[config.mk]
export PLATFORM = sky130hd
export DESIGN_NAME = iox_expander
export DESIGN_NICKNAME = d
export VERILOG_FILES = /design/src/iox_fifo.v /design/src/iox_expander.v
export VERILOG_INCLUDE_DIRS = /design/src /design/src/src
export SDC_FILE = /design/constraint.sdc
export NUM_CORES = 1
export LEC_CHECK = 0
export ABC_AREA = 1
export BUFFER_PORTS_ARGS = -buffer_cell sky130_fd_sc_hd__buf_2
export CORE_MARGIN = 10
export CORE_UTILIZATION = 47
export DETAILED_ROUTE_END_ITERATION = 8
export SYNTH_ARGS = -nofsm -noshare
export SYNTH_HDL_FRONTEND = slang
export SYNTH_SLANG_ARGS = --single-unit
[constraint.sdc]
create_clock -name i_clock -period 3 [get_ports i_clock]
set_clock_uncertainty 0.1 [all_clocks]
set_input_delay 0.15 -clock i_clock [delete_from_list [all_inputs] [get_ports i_clock]]
set_output_delay 0.15 -clock i_clock [all_outputs]
set_load 0.03 [all_outputs]
[src/iox_regs.vh]
// Register offsets, reset values, address pattern and timing constants
`ifndef IOX_REGS_VH
`define IOX_REGS_VH
`define IOX_REG_INPUT_LEVEL 2'h0
`define IOX_REG_OUTPUT_LATCH 2'h1
`define IOX_REG_POLARITY 2'h2
`define IOX_REG_DIRECTION 2'h3
`define IOX_RST_OUTPUT_LATCH 8'hff
`define IOX_RST_POLARITY 8'h00
`define IOX_RST_DIRECTION 8'hff
`define IOX_RST_POINTER 8'h00
`define IOX_ADDR_UPPER 4'h7
`define IOX_FILTER_LEN 3'h3
`define IOX_FIFO_WIDTH 8
`define IOX_FIFO_DEPTH 16
`define IOX_FIFO_AW 4
`endif

[src/iox_fifo.v]
// Small synchronous FIFO with registered read data
`timescale 1ns/1ps
`include "iox_regs.vh"
module iox_fifo
#(
    parameter WIDTH = `IOX_FIFO_WIDTH,
    parameter DEPTH = `IOX_FIFO_DEPTH,
    parameter AW = `IOX_FIFO_AW
)
(
    input wire i_clock,
    input wire i_reset_n,
    input wire i_enable,
    input wire i_clear,
    input wire i_in_valid,
    output wire o_in_ready,
    input wire [WIDTH-1:0] i_in_data,
    output wire o_out_valid,
    input wire i_out_ready,
    output reg [WIDTH-1:0] o_out_data
);
    reg [WIDTH-1:0] mem [0:DEPTH-1];
    reg [AW-1:0] wr_ptr;
    reg [AW-1:0] rd_ptr;
    reg [AW:0] count;
    reg out_full;
    wire push;
    wire pop;
    wire load;
    localparam [AW:0] DEPTH_W = DEPTH;
    // Output register shares the depth, so at most DEPTH words are held
    assign o_in_ready = ((count + {{AW{1'b0}}, out_full}) != DEPTH_W);
    assign o_out_valid = out_full;
    assign push = i_in_valid && o_in_ready;
    assign load = (count != {(AW+1){1'b0}}) && (!out_full || i_out_ready);
    assign pop = out_full && i_out_ready;
    always @(posedge i_clock)
    begin
        if (i_enable && push)
            mem[wr_ptr] <= i_in_data;
    end
    always @(posedge i_clock or negedge i_reset_n)
    begin
        if (!i_reset_n)
        begin
            wr_ptr <= {AW{1'b0}};
            rd_ptr <= {AW{1'b0}};
            count <= {(AW+1){1'b0}};
            out_full <= 1'b0;
            o_out_data <= {WIDTH{1'b0}};
        end
        else if (i_enable)
        begin
            if (i_clear)
            begin
                wr_ptr <= {AW{1'b0}};
                rd_ptr <= {AW{1'b0}};
                count <= {(AW+1){1'b0}};
                out_full <= 1'b0;
            end
            else
            begin
                if (push)
                    wr_ptr <= wr_ptr + 1'b1;
                if (load)
                begin
                    o_out_data <= mem[rd_ptr];
                    rd_ptr <= rd_ptr + 1'b1;
                    out_full <= 1'b1;
                end
                else if (pop)
                    out_full <= 1'b0;
                if (push && !load)
                    count <= count + 1'b1;
                else if (!push && load)
                    count <= count - 1'b1;
            end
        end
    end
endmodule

[src/iox_expander.v]
// I2C target with an 8-bit I/O port behind four byte registers
// Behaviour
// - Acknowledge matching address on ninth pulse
// - One bit per pulse, data stable high
// - Transmitter releases data for acknowledge
// - Acknowledge every received byte
// - Master nacks last byte, device releases
// - Address is 0111 plus three selects
// - Direction 1 read, 0 write
// - First written byte sets the pointer
// - Pointer changes only on new command
// - Input level read-only, shows pin levels
// - Latch drives outputs, reads return latch
// - Polarity bit inverts reported input
// - Direction 1 input, 0 output
// - Write: address, command, data bytes
// - Read after repeated Start repeats register
// - Capture pins at acknowledge rising edge
// - Interrupt when input differs from capture
// - Interrupt clears on input read acknowledge; the pins are recaptured on the acknowledge of a read of any register
// - Reset restores defaults and idle
`timescale 1ns/1ps
`include "iox_regs.vh"
module iox_expander
(
    input wire i_clock,
    input wire i_reset_n,
    input wire i_enable,
    input wire i_scl,
    input wire i_sda,
    output wire o_sda_out,
    output wire o_sda_oe_n,
    input wire i_addr_select_bit0,
    input wire i_addr_select_bit1,
    input wire i_addr_select_bit2,
    input wire [7:0] i_port_pin,
    output wire [7:0] o_port_pin,
    output wire [7:0] o_port_pin_oe_n,
    output wire o_int_out,
    output wire o_int_oe_n,
    output wire o_wr_valid,
    input wire i_wr_ready,
    output wire [7:0] o_wr_data
);
    localparam ST_IDLE = 3'd0;
    localparam ST_ADDR = 3'd1;
    localparam ST_ADDR_ACK = 3'd2;
    localparam ST_WRITE = 3'd3;
    localparam ST_WRITE_ACK = 3'd4;
    localparam ST_READ = 3'd5;
    localparam ST_READ_ACK = 3'd6;

    reg [1:0] scl_sync;
    reg [1:0] sda_sync;
    reg [7:0] pin_meta;
    reg [7:0] pin_level;
    reg [2:0] sel_meta;
    reg [2:0] sel_level;
    reg [2:0] scl_cnt;
    reg [2:0] sda_cnt;
    reg scl_f;
    reg sda_f;
    reg scl_prev;
    reg sda_prev;
    reg [2:0] state;
    reg [3:0] bit_cnt;
    reg [7:0] shift;
    reg rw_bit;
    reg first_byte;
    reg [2:0] addr_sel;
    reg sda_low;
    reg [7:0] pointer;
    reg [7:0] output_latch;
    reg [7:0] input_polarity_invert;
    reg [7:0] pin_direction;
    reg [7:0] input_level;
    reg [7:0] tx_byte;
    reg loaded;
    wire scl_rise;
    wire scl_fall;
    wire start_det;
    wire stop_det;
    wire [7:0] pin_report;
    wire fifo_in_ready;
    wire fifo_out_valid;
    wire [7:0] fifo_out_data;
    wire fifo_push;
    wire [7:0] sel_value;

    // Data from the target register; only the input level carries polarity
    function [7:0] reg_value;
        input [1:0] sel;
        input [7:0] inl;
        input [7:0] outl;
        input [7:0] pol;
        input [7:0] dir;
        begin
            if (sel == `IOX_REG_INPUT_LEVEL)
                reg_value = inl;
            else if (sel == `IOX_REG_OUTPUT_LATCH)
                reg_value = outl;
            else if (sel == `IOX_REG_POLARITY)
                reg_value = pol;
            else
                reg_value = dir;
        end
    endfunction

    // Two-stage synchronisers; first stage feeds only the second
    always @(posedge i_clock or negedge i_reset_n)
    begin
        if (!i_reset_n)
        begin
            scl_sync <= 2'b11;
            sda_sync <= 2'b11;
            pin_meta <= 8'h00;
            pin_level <= 8'h00;
            sel_meta <= 3'h0;
            sel_level <= 3'h0;
        end
        else if (i_enable)
        begin
            scl_sync <= {scl_sync[0], i_scl};
            sda_sync <= {sda_sync[0], i_sda};
            pin_meta <= i_port_pin;
            pin_level <= pin_meta;
            sel_meta <= {i_addr_select_bit2, i_addr_select_bit1,
                i_addr_select_bit0};
            sel_level <= sel_meta;
        end
    end

    // Glitch filter: a level must persist before it is accepted
    always @(posedge i_clock or negedge i_reset_n)
    begin
        if (!i_reset_n)
        begin
            scl_cnt <= 3'h0;
            sda_cnt <= 3'h0;
            scl_f <= 1'b1;
            sda_f <= 1'b1;
            scl_prev <= 1'b1;
            sda_prev <= 1'b1;
        end
        else if (i_enable)
        begin
            if (scl_sync[1] == scl_f)
                scl_cnt <= 3'h0;
            else if (scl_cnt == `IOX_FILTER_LEN)
            begin
                scl_f <= scl_sync[1];
                scl_cnt <= 3'h0;
            end
            else
                scl_cnt <= scl_cnt + 3'h1;
            if (sda_sync[1] == sda_f)
                sda_cnt <= 3'h0;
            else if (sda_cnt == `IOX_FILTER_LEN)
            begin
                sda_f <= sda_sync[1];
                sda_cnt <= 3'h0;
            end
            else
                sda_cnt <= sda_cnt + 3'h1;
            scl_prev <= scl_f;
            sda_prev <= sda_f;
        end
    end

    assign scl_rise = scl_f && !scl_prev;
    assign scl_fall = !scl_f && scl_prev;
    assign start_det = scl_f && scl_prev && sda_prev && !sda_f;
    assign stop_det = scl_f && scl_prev && !sda_prev && sda_f;
    assign pin_report = pin_level ^ input_polarity_invert;
    assign sel_value = reg_value(pointer[1:0], input_level, output_latch,
        input_polarity_invert, pin_direction);
    assign fifo_push = (state == ST_WRITE) && scl_fall &&
        (bit_cnt == 4'd8) && !first_byte;

    // Serial engine; data line only changes while the clock is low
    always @(posedge i_clock or negedge i_reset_n)
    begin
        if (!i_reset_n)
        begin
            state <= ST_IDLE;
            bit_cnt <= 4'h0;
            shift <= 8'h00;
            rw_bit <= 1'b0;
            first_byte <= 1'b0;
            addr_sel <= 3'h0;
            sda_low <= 1'b0;
            pointer <= `IOX_RST_POINTER;
            tx_byte <= 8'h00;
            input_level <= 8'h00;
            loaded <= 1'b0;
        end
        else if (i_enable)
        begin
            if (!loaded)
            begin
                input_level <= pin_report;
                loaded <= 1'b1;
            end
            if (stop_det)
            begin
                state <= ST_IDLE;
                sda_low <= 1'b0;
            end
            else if (start_det)
            begin
                state <= ST_ADDR;
                bit_cnt <= 4'h0;
                sda_low <= 1'b0;
                addr_sel <= sel_level;
            end
            else
            begin
                case (state)
                    ST_ADDR:
                    begin
                        if (scl_rise)
                        begin
                            shift <= {shift[6:0], sda_f};
                            bit_cnt <= bit_cnt + 4'h1;
                        end
                        else if (scl_fall && bit_cnt == 4'd8)
                        begin
                            if (shift[7:1] == {`IOX_ADDR_UPPER, addr_sel})
                            begin
                                sda_low <= 1'b1;
                                rw_bit <= shift[0];
                                state <= ST_ADDR_ACK;
                            end
                            else
                                state <= ST_IDLE;
                        end
                    end
                    ST_ADDR_ACK:
                    begin
                        // Fresh pin capture so the first byte is current
                        if (scl_rise && rw_bit)
                            input_level <= pin_report;
                        else if (scl_fall)
                        begin
                            bit_cnt <= 4'h0;
                            if (rw_bit)
                            begin
                                tx_byte <= sel_value;
                                sda_low <= !sel_value[7];
                                state <= ST_READ;
                            end
                            else
                            begin
                                sda_low <= 1'b0;
                                first_byte <= 1'b1;
                                state <= ST_WRITE;
                            end
                        end
                    end
                    ST_WRITE:
                    begin
                        if (scl_rise)
                        begin
                            shift <= {shift[6:0], sda_f};
                            bit_cnt <= bit_cnt + 4'h1;
                        end
                        else if (scl_fall && bit_cnt == 4'd8)
                        begin
                            if (first_byte)
                                pointer <= shift;
                            first_byte <= 1'b0;
                            sda_low <= 1'b1;
                            state <= ST_WRITE_ACK;
                        end
                    end
                    ST_WRITE_ACK:
                    begin
                        if (scl_fall)
                        begin
                            sda_low <= 1'b0;
                            bit_cnt <= 4'h0;
                            state <= ST_WRITE;
                        end
                    end
                    ST_READ:
                    begin
                        if (scl_fall)
                        begin
                            if (bit_cnt == 4'd7)
                            begin
                                sda_low <= 1'b0;
                                state <= ST_READ_ACK;
                            end
                            else
                            begin
                                sda_low <= !tx_byte[3'd6 - bit_cnt[2:0]];
                                bit_cnt <= bit_cnt + 4'h1;
                            end
                        end
                    end
                    ST_READ_ACK:
                    begin
                        if (scl_rise)
                        begin
                            input_level <= pin_report;
                            rw_bit <= sda_f;
                        end
                        else if (scl_fall)
                        begin
                            bit_cnt <= 4'h0;
                            if (rw_bit)
                            begin
                                sda_low <= 1'b0;
                                state <= ST_IDLE;
                            end
                            else
                            begin
                                tx_byte <= sel_value;
                                sda_low <= !sel_value[7];
                                rw_bit <= 1'b1;
                                state <= ST_READ;
                            end
                        end
                    end
                    default:
                        sda_low <= 1'b0;
                endcase
            end
        end
    end

    // Written data bytes pass the FIFO before landing in a register
    iox_fifo u_fifo
    (
        .i_clock(i_clock),
        .i_reset_n(i_reset_n),
        .i_enable(i_enable),
        .i_clear(1'b0),
        .i_in_valid(fifo_push),
        .o_in_ready(fifo_in_ready),
        .i_in_data(shift),
        .o_out_valid(fifo_out_valid),
        .i_out_ready(i_wr_ready),
        .o_out_data(fifo_out_data)
    );
    assign o_wr_valid = fifo_out_valid;
    assign o_wr_data = fifo_out_data;

    // Drain stalls on i_wr_ready; a full FIFO drops further bytes
    always @(posedge i_clock or negedge i_reset_n)
    begin
        if (!i_reset_n)
        begin
            output_latch <= `IOX_RST_OUTPUT_LATCH;
            input_polarity_invert <= `IOX_RST_POLARITY;
            pin_direction <= `IOX_RST_DIRECTION;
        end
        else if (i_enable && fifo_out_valid && i_wr_ready)
        begin
            if (pointer[1:0] == `IOX_REG_OUTPUT_LATCH)
                output_latch <= fifo_out_data;
            else if (pointer[1:0] == `IOX_REG_POLARITY)
                input_polarity_invert <= fifo_out_data;
            else if (pointer[1:0] == `IOX_REG_DIRECTION)
                pin_direction <= fifo_out_data;
        end
    end

    // Interrupt: input pins differing from captured value
    wire [7:0] diff = (pin_report ^ input_level) & pin_direction;
    assign o_int_out = 1'b0;
    assign o_int_oe_n = !(loaded && (diff != 8'h00));

    assign o_sda_out = 1'b0;
    assign o_sda_oe_n = !sda_low;
    assign o_port_pin = output_latch;
    assign o_port_pin_oe_n = pin_direction;
endmodule

==> impl_metrics.toml <==
[status]
outcome = "complete, no violations"

[place]
hpwlAfterDp_um = 18500
dpl-instance-area_mm2 = 0.0122
place_congestion = 0.870
port_buffers = 43
place_ws_ps = -14.5

[critical_path]
path_max_fanout = 5
required_ps = 3320
crit_path_start_kind = "flop"
arrival_ps = 3130
r2r_slack_ps = 190
r2r_start = "u_fifo.o_out_valid"
crit_type = "reg2reg"
crit_path_end_kind = "flop"
worstRegToRegCells = 17
worst_r2r_endpoint = "u_fifo.count[4]"

[synth]
synth_xor_area_share_pct = 1.45
ys_seq_elements = 250
synth_cells = 1222
synth-seq-area-share_pct = 60.2
yosys_warnings = 0
synth_simple_gate_area_share_pct = 20.2
synth_top_family_by_area = "simple AND/OR/NAND/NOR gates"
synth.area.mux_share_pct = 0.196
synthAdderAreaFrac_pct = 2.57
yosysUniqueCellTypes = 39
syn_area_per_cell_um2 = 9.42
synth-compound-area-share_pct = 10.3
syn_area_mm2 = 0.0115

[power_and_ir_drop]
p_leak_nw = 5.69
peakVddDrop_v = 0.000840
powerDensity_mw_per_mm2 = 780
power.total_mw = 10.3

[timing]
hold_viol = 0
relSlewSlack_pct = 44.8
worst_pin_slew_ps = 828
rsz0062_at_grt = "false"
period_minus_slack_ps = 2810
fin_crit_sh_pct = 93.8
setup_viol = 0
setup_slack_ps = 186
fmax_mhz = 355
slew_viol_final = 0

[die]
die_w_um = 176
core_region_area_mm2 = 0.0242
dieArea_mm2 = 0.0311
start_util_pct = 47.6
ios = 46
rows = 57
die_h_um = 176

[cts]
root_buffer = "clkbuf_16"
cts_buffer_depth = 3
insertion_delay_ps = 540
htreeDepth = 1
cts_sinks = 250
clkTransAtPathRegs_ps = 60
tritoncts = "built"
cts_inserted_buffers = 26

[hold_path]
hold_end = "u_fifo.o_out_valid"
hold_start = "i_wr_ready"
min_path_type = "in2reg"
holdPathStages = 4

[detailed_routing]
drc = 0
drt_iter0_markers = 702
wirelength_um = 27200
drt_first_pass_iters = 5
antenna_left = 0
wl_per_cell_um = 16.6
via_per_inst = 5.12
vias = 8396

[finish]
diodes = 0
design_area_mm2 = 0.0132
mostFrequentLayoutCells = "nand2_1, nor2_1, o21ai_0"
final_common_cell = "nand2_1"
areaGrowthSynthToFinish_pct = 14.9
layout.nets = 1337
layout-drive-gt1-share_pct = 13.7

[global_routing]
antenna_found_initial = 0
grt_max_degree = 66
track_usage_pct = 17.6
grt_pass1_wl_um = 44500
overflow = 0
grt_pass1_vias = 8223

[run]
cap_violations = 0
where the power goes:
group          internal (mW)  switching, mW
Combinational          0.950           1.95
Sequential              3.98          0.369
Clock                   1.72           1.34
Total                   6.65           3.66
worst max-delay path by stage:
stage | startpoint | end | depth (start not counted)
4_1_cts | scl_prev | u_fifo.count[4] | 15
5_1_grt | u_fifo.o_out_valid | u_fifo.count[4] | 17
3_5_place_dp | scl_prev | u_fifo.count[4] | 15
6_report | u_fifo.o_out_valid | u_fifo.count[4] | 17
3_3_place_gp | scl_prev | u_fifo.count[4] | 15
2_1_floorplan | u_fifo.o_out_valid | u_fifo.count[4] | 16
metal layers:
| layer | vias to the layer above | global-route usage (%) | share of wire (%) | wire, um |
|---|---|---|---|---|
| met5 | - | 0 | 0 | 0 |
| met4 | 0 | 4.87 | 2.0 | 552 |
| met3 | 32 | 2.20 | 4.4 | 1190 |
| met2 | 154 | 29.1 | 48 | 13100 |
| met1 | 4000 | 24.0 | 45 | 12300 |
| li1 | 4210 | - | - | - |
state kept, by name (all words and copies together), names as in the netlist, 4 cells and up:
name                   cells
bit_cnt                    4
input_level                8
input_polarity_invert      8
o_port_pin                 8
o_port_pin_oe_n            8
pin_level                  8
pin_meta                   8
shift                      8
tx_byte                    8
u_fifo.count               5
u_fifo.mem               128
u_fifo.o_out_data          8
u_fifo.rd_ptr              4
u_fifo.wr_ptr              4
synthesized netlist by cell type:
| library cell | n | area (um^2) |
|---|---|---|
| nor4_1 | 1 | 6.26 |
| o21ai_0 | 145 | 726 |
| nand3b_1 | 1 | 7.51 |
| nand2_2 | 4 | 25.0 |
| nor2_1 | 179 | 672 |
| nor3_1 | 2 | 10.0 |
| conb_1 | 1 | 3.75 |
| mux2_2 | 2 | 22.5 |
| nor2_2 | 4 | 25.0 |
| nand2_1 | 298 | 1120 |
| ha_1 | 22 | 275 |
| or2_2 | 2 | 12.5 |
| a21oi_1 | 9 | 45.0 |
| o21ai_1 | 4 | 20.0 |
| inv_1 | 94 | 353 |
| o21a_1 | 2 | 15.0 |
| buf_4 | 2 | 15.0 |
| edfxtp_1 | 128 | 3840 |
| o22ai_1 | 3 | 18.8 |
| dfstp_2 | 24 | 631 |
| buf_1 | 6 | 22.5 |
| o21ai_2 | 7 | 61.3 |
| dfrtp_1 | 98 | 2450 |
| nand4_1 | 8 | 50.1 |
| buf_6 | 1 | 11.3 |
| clkbuf_1 | 24 | 90.1 |
| fa_1 | 1 | 20.0 |
| nor2_4 | 2 | 22.5 |
| o211ai_1 | 32 | 240 |
| xnor2_1 | 9 | 78.8 |
| nand3_2 | 5 | 50.1 |
| nand3_1 | 64 | 320 |
| a22oi_1 | 2 | 15.0 |
| a31oi_1 | 5 | 31.3 |
| buf_2 | 16 | 80.1 |
| clkinv_1 | 2 | 7.51 |
| xor2_1 | 10 | 87.6 |
| inv_2 | 2 | 7.51 |
| a21oi_4 | 1 | 16.3 |
worst max-delay path, cell delays in order (launching register included):
cell and delay (ps):
dfrtp_1 390, ha_1 230, ha_1 290, nor2_1 90, o21ai_0 90, nor2_1 90, nand3_1 110, nand2_1 80
inv_1 40, ha_1 210, inv_2 130, buf_4 130, ha_1 220, inv_1 80, nor2_1 60, o21ai_1 120
nand3_1 90, xor2_1 150
metrics by stage:
| step | instances | util [%] | hold slack (ps) | setup TNS (ps) |
|---|---|---|---|---|
| after global routing | 1641 | 54.7 | 76.1 | 0 |
| after detailed placement | 1576 | 50.5 | 58.9 | -14.5 |
| final | 1641 | 54.7 | 18.1 | 0 |
| after CTS | 1640 | 54.6 | 14.6 | 0 |
| after floorplan | 1223 | - | -246 | 0 |
| after global placement | 1576 | 50.5 | 56.4 | 0 |
area by class of cell:
class	instances	area (um^2)
clock inverter	17	135
timing repair buffer	95	686
multi-input combinational	826	4020
clock buffer	31	679
tap	324	405
sequential	250	6930
inverter	98	368
fill	2138	11000
timing repair:
| action | CTS | global route |
|---|---|---|
| hold buffers | 16 | 0 |
| gates resized for setup | 1 | 5 |
| endpoints found under the hold margin | 83 | 0 |
| endpoints found under the setup margin | 1 | 1 |
| pin swaps | 0 | 0 |
| buffers inserted | 0 | 1 |
logic make-up (layout without fill, tap and decap cells):
family	count (synthesis)	in the layout
adder cells (fa/ha/maj)	23	23
buffers and inverters	147	241
other	1	2
multiplexers	2	2
AND/OR/NAND/NOR	570	570
XOR/XNOR	19	19
AO/OA/AOI/OAI	210	210
flip-flops	250	250
Power figures use the tool's default switching activity.
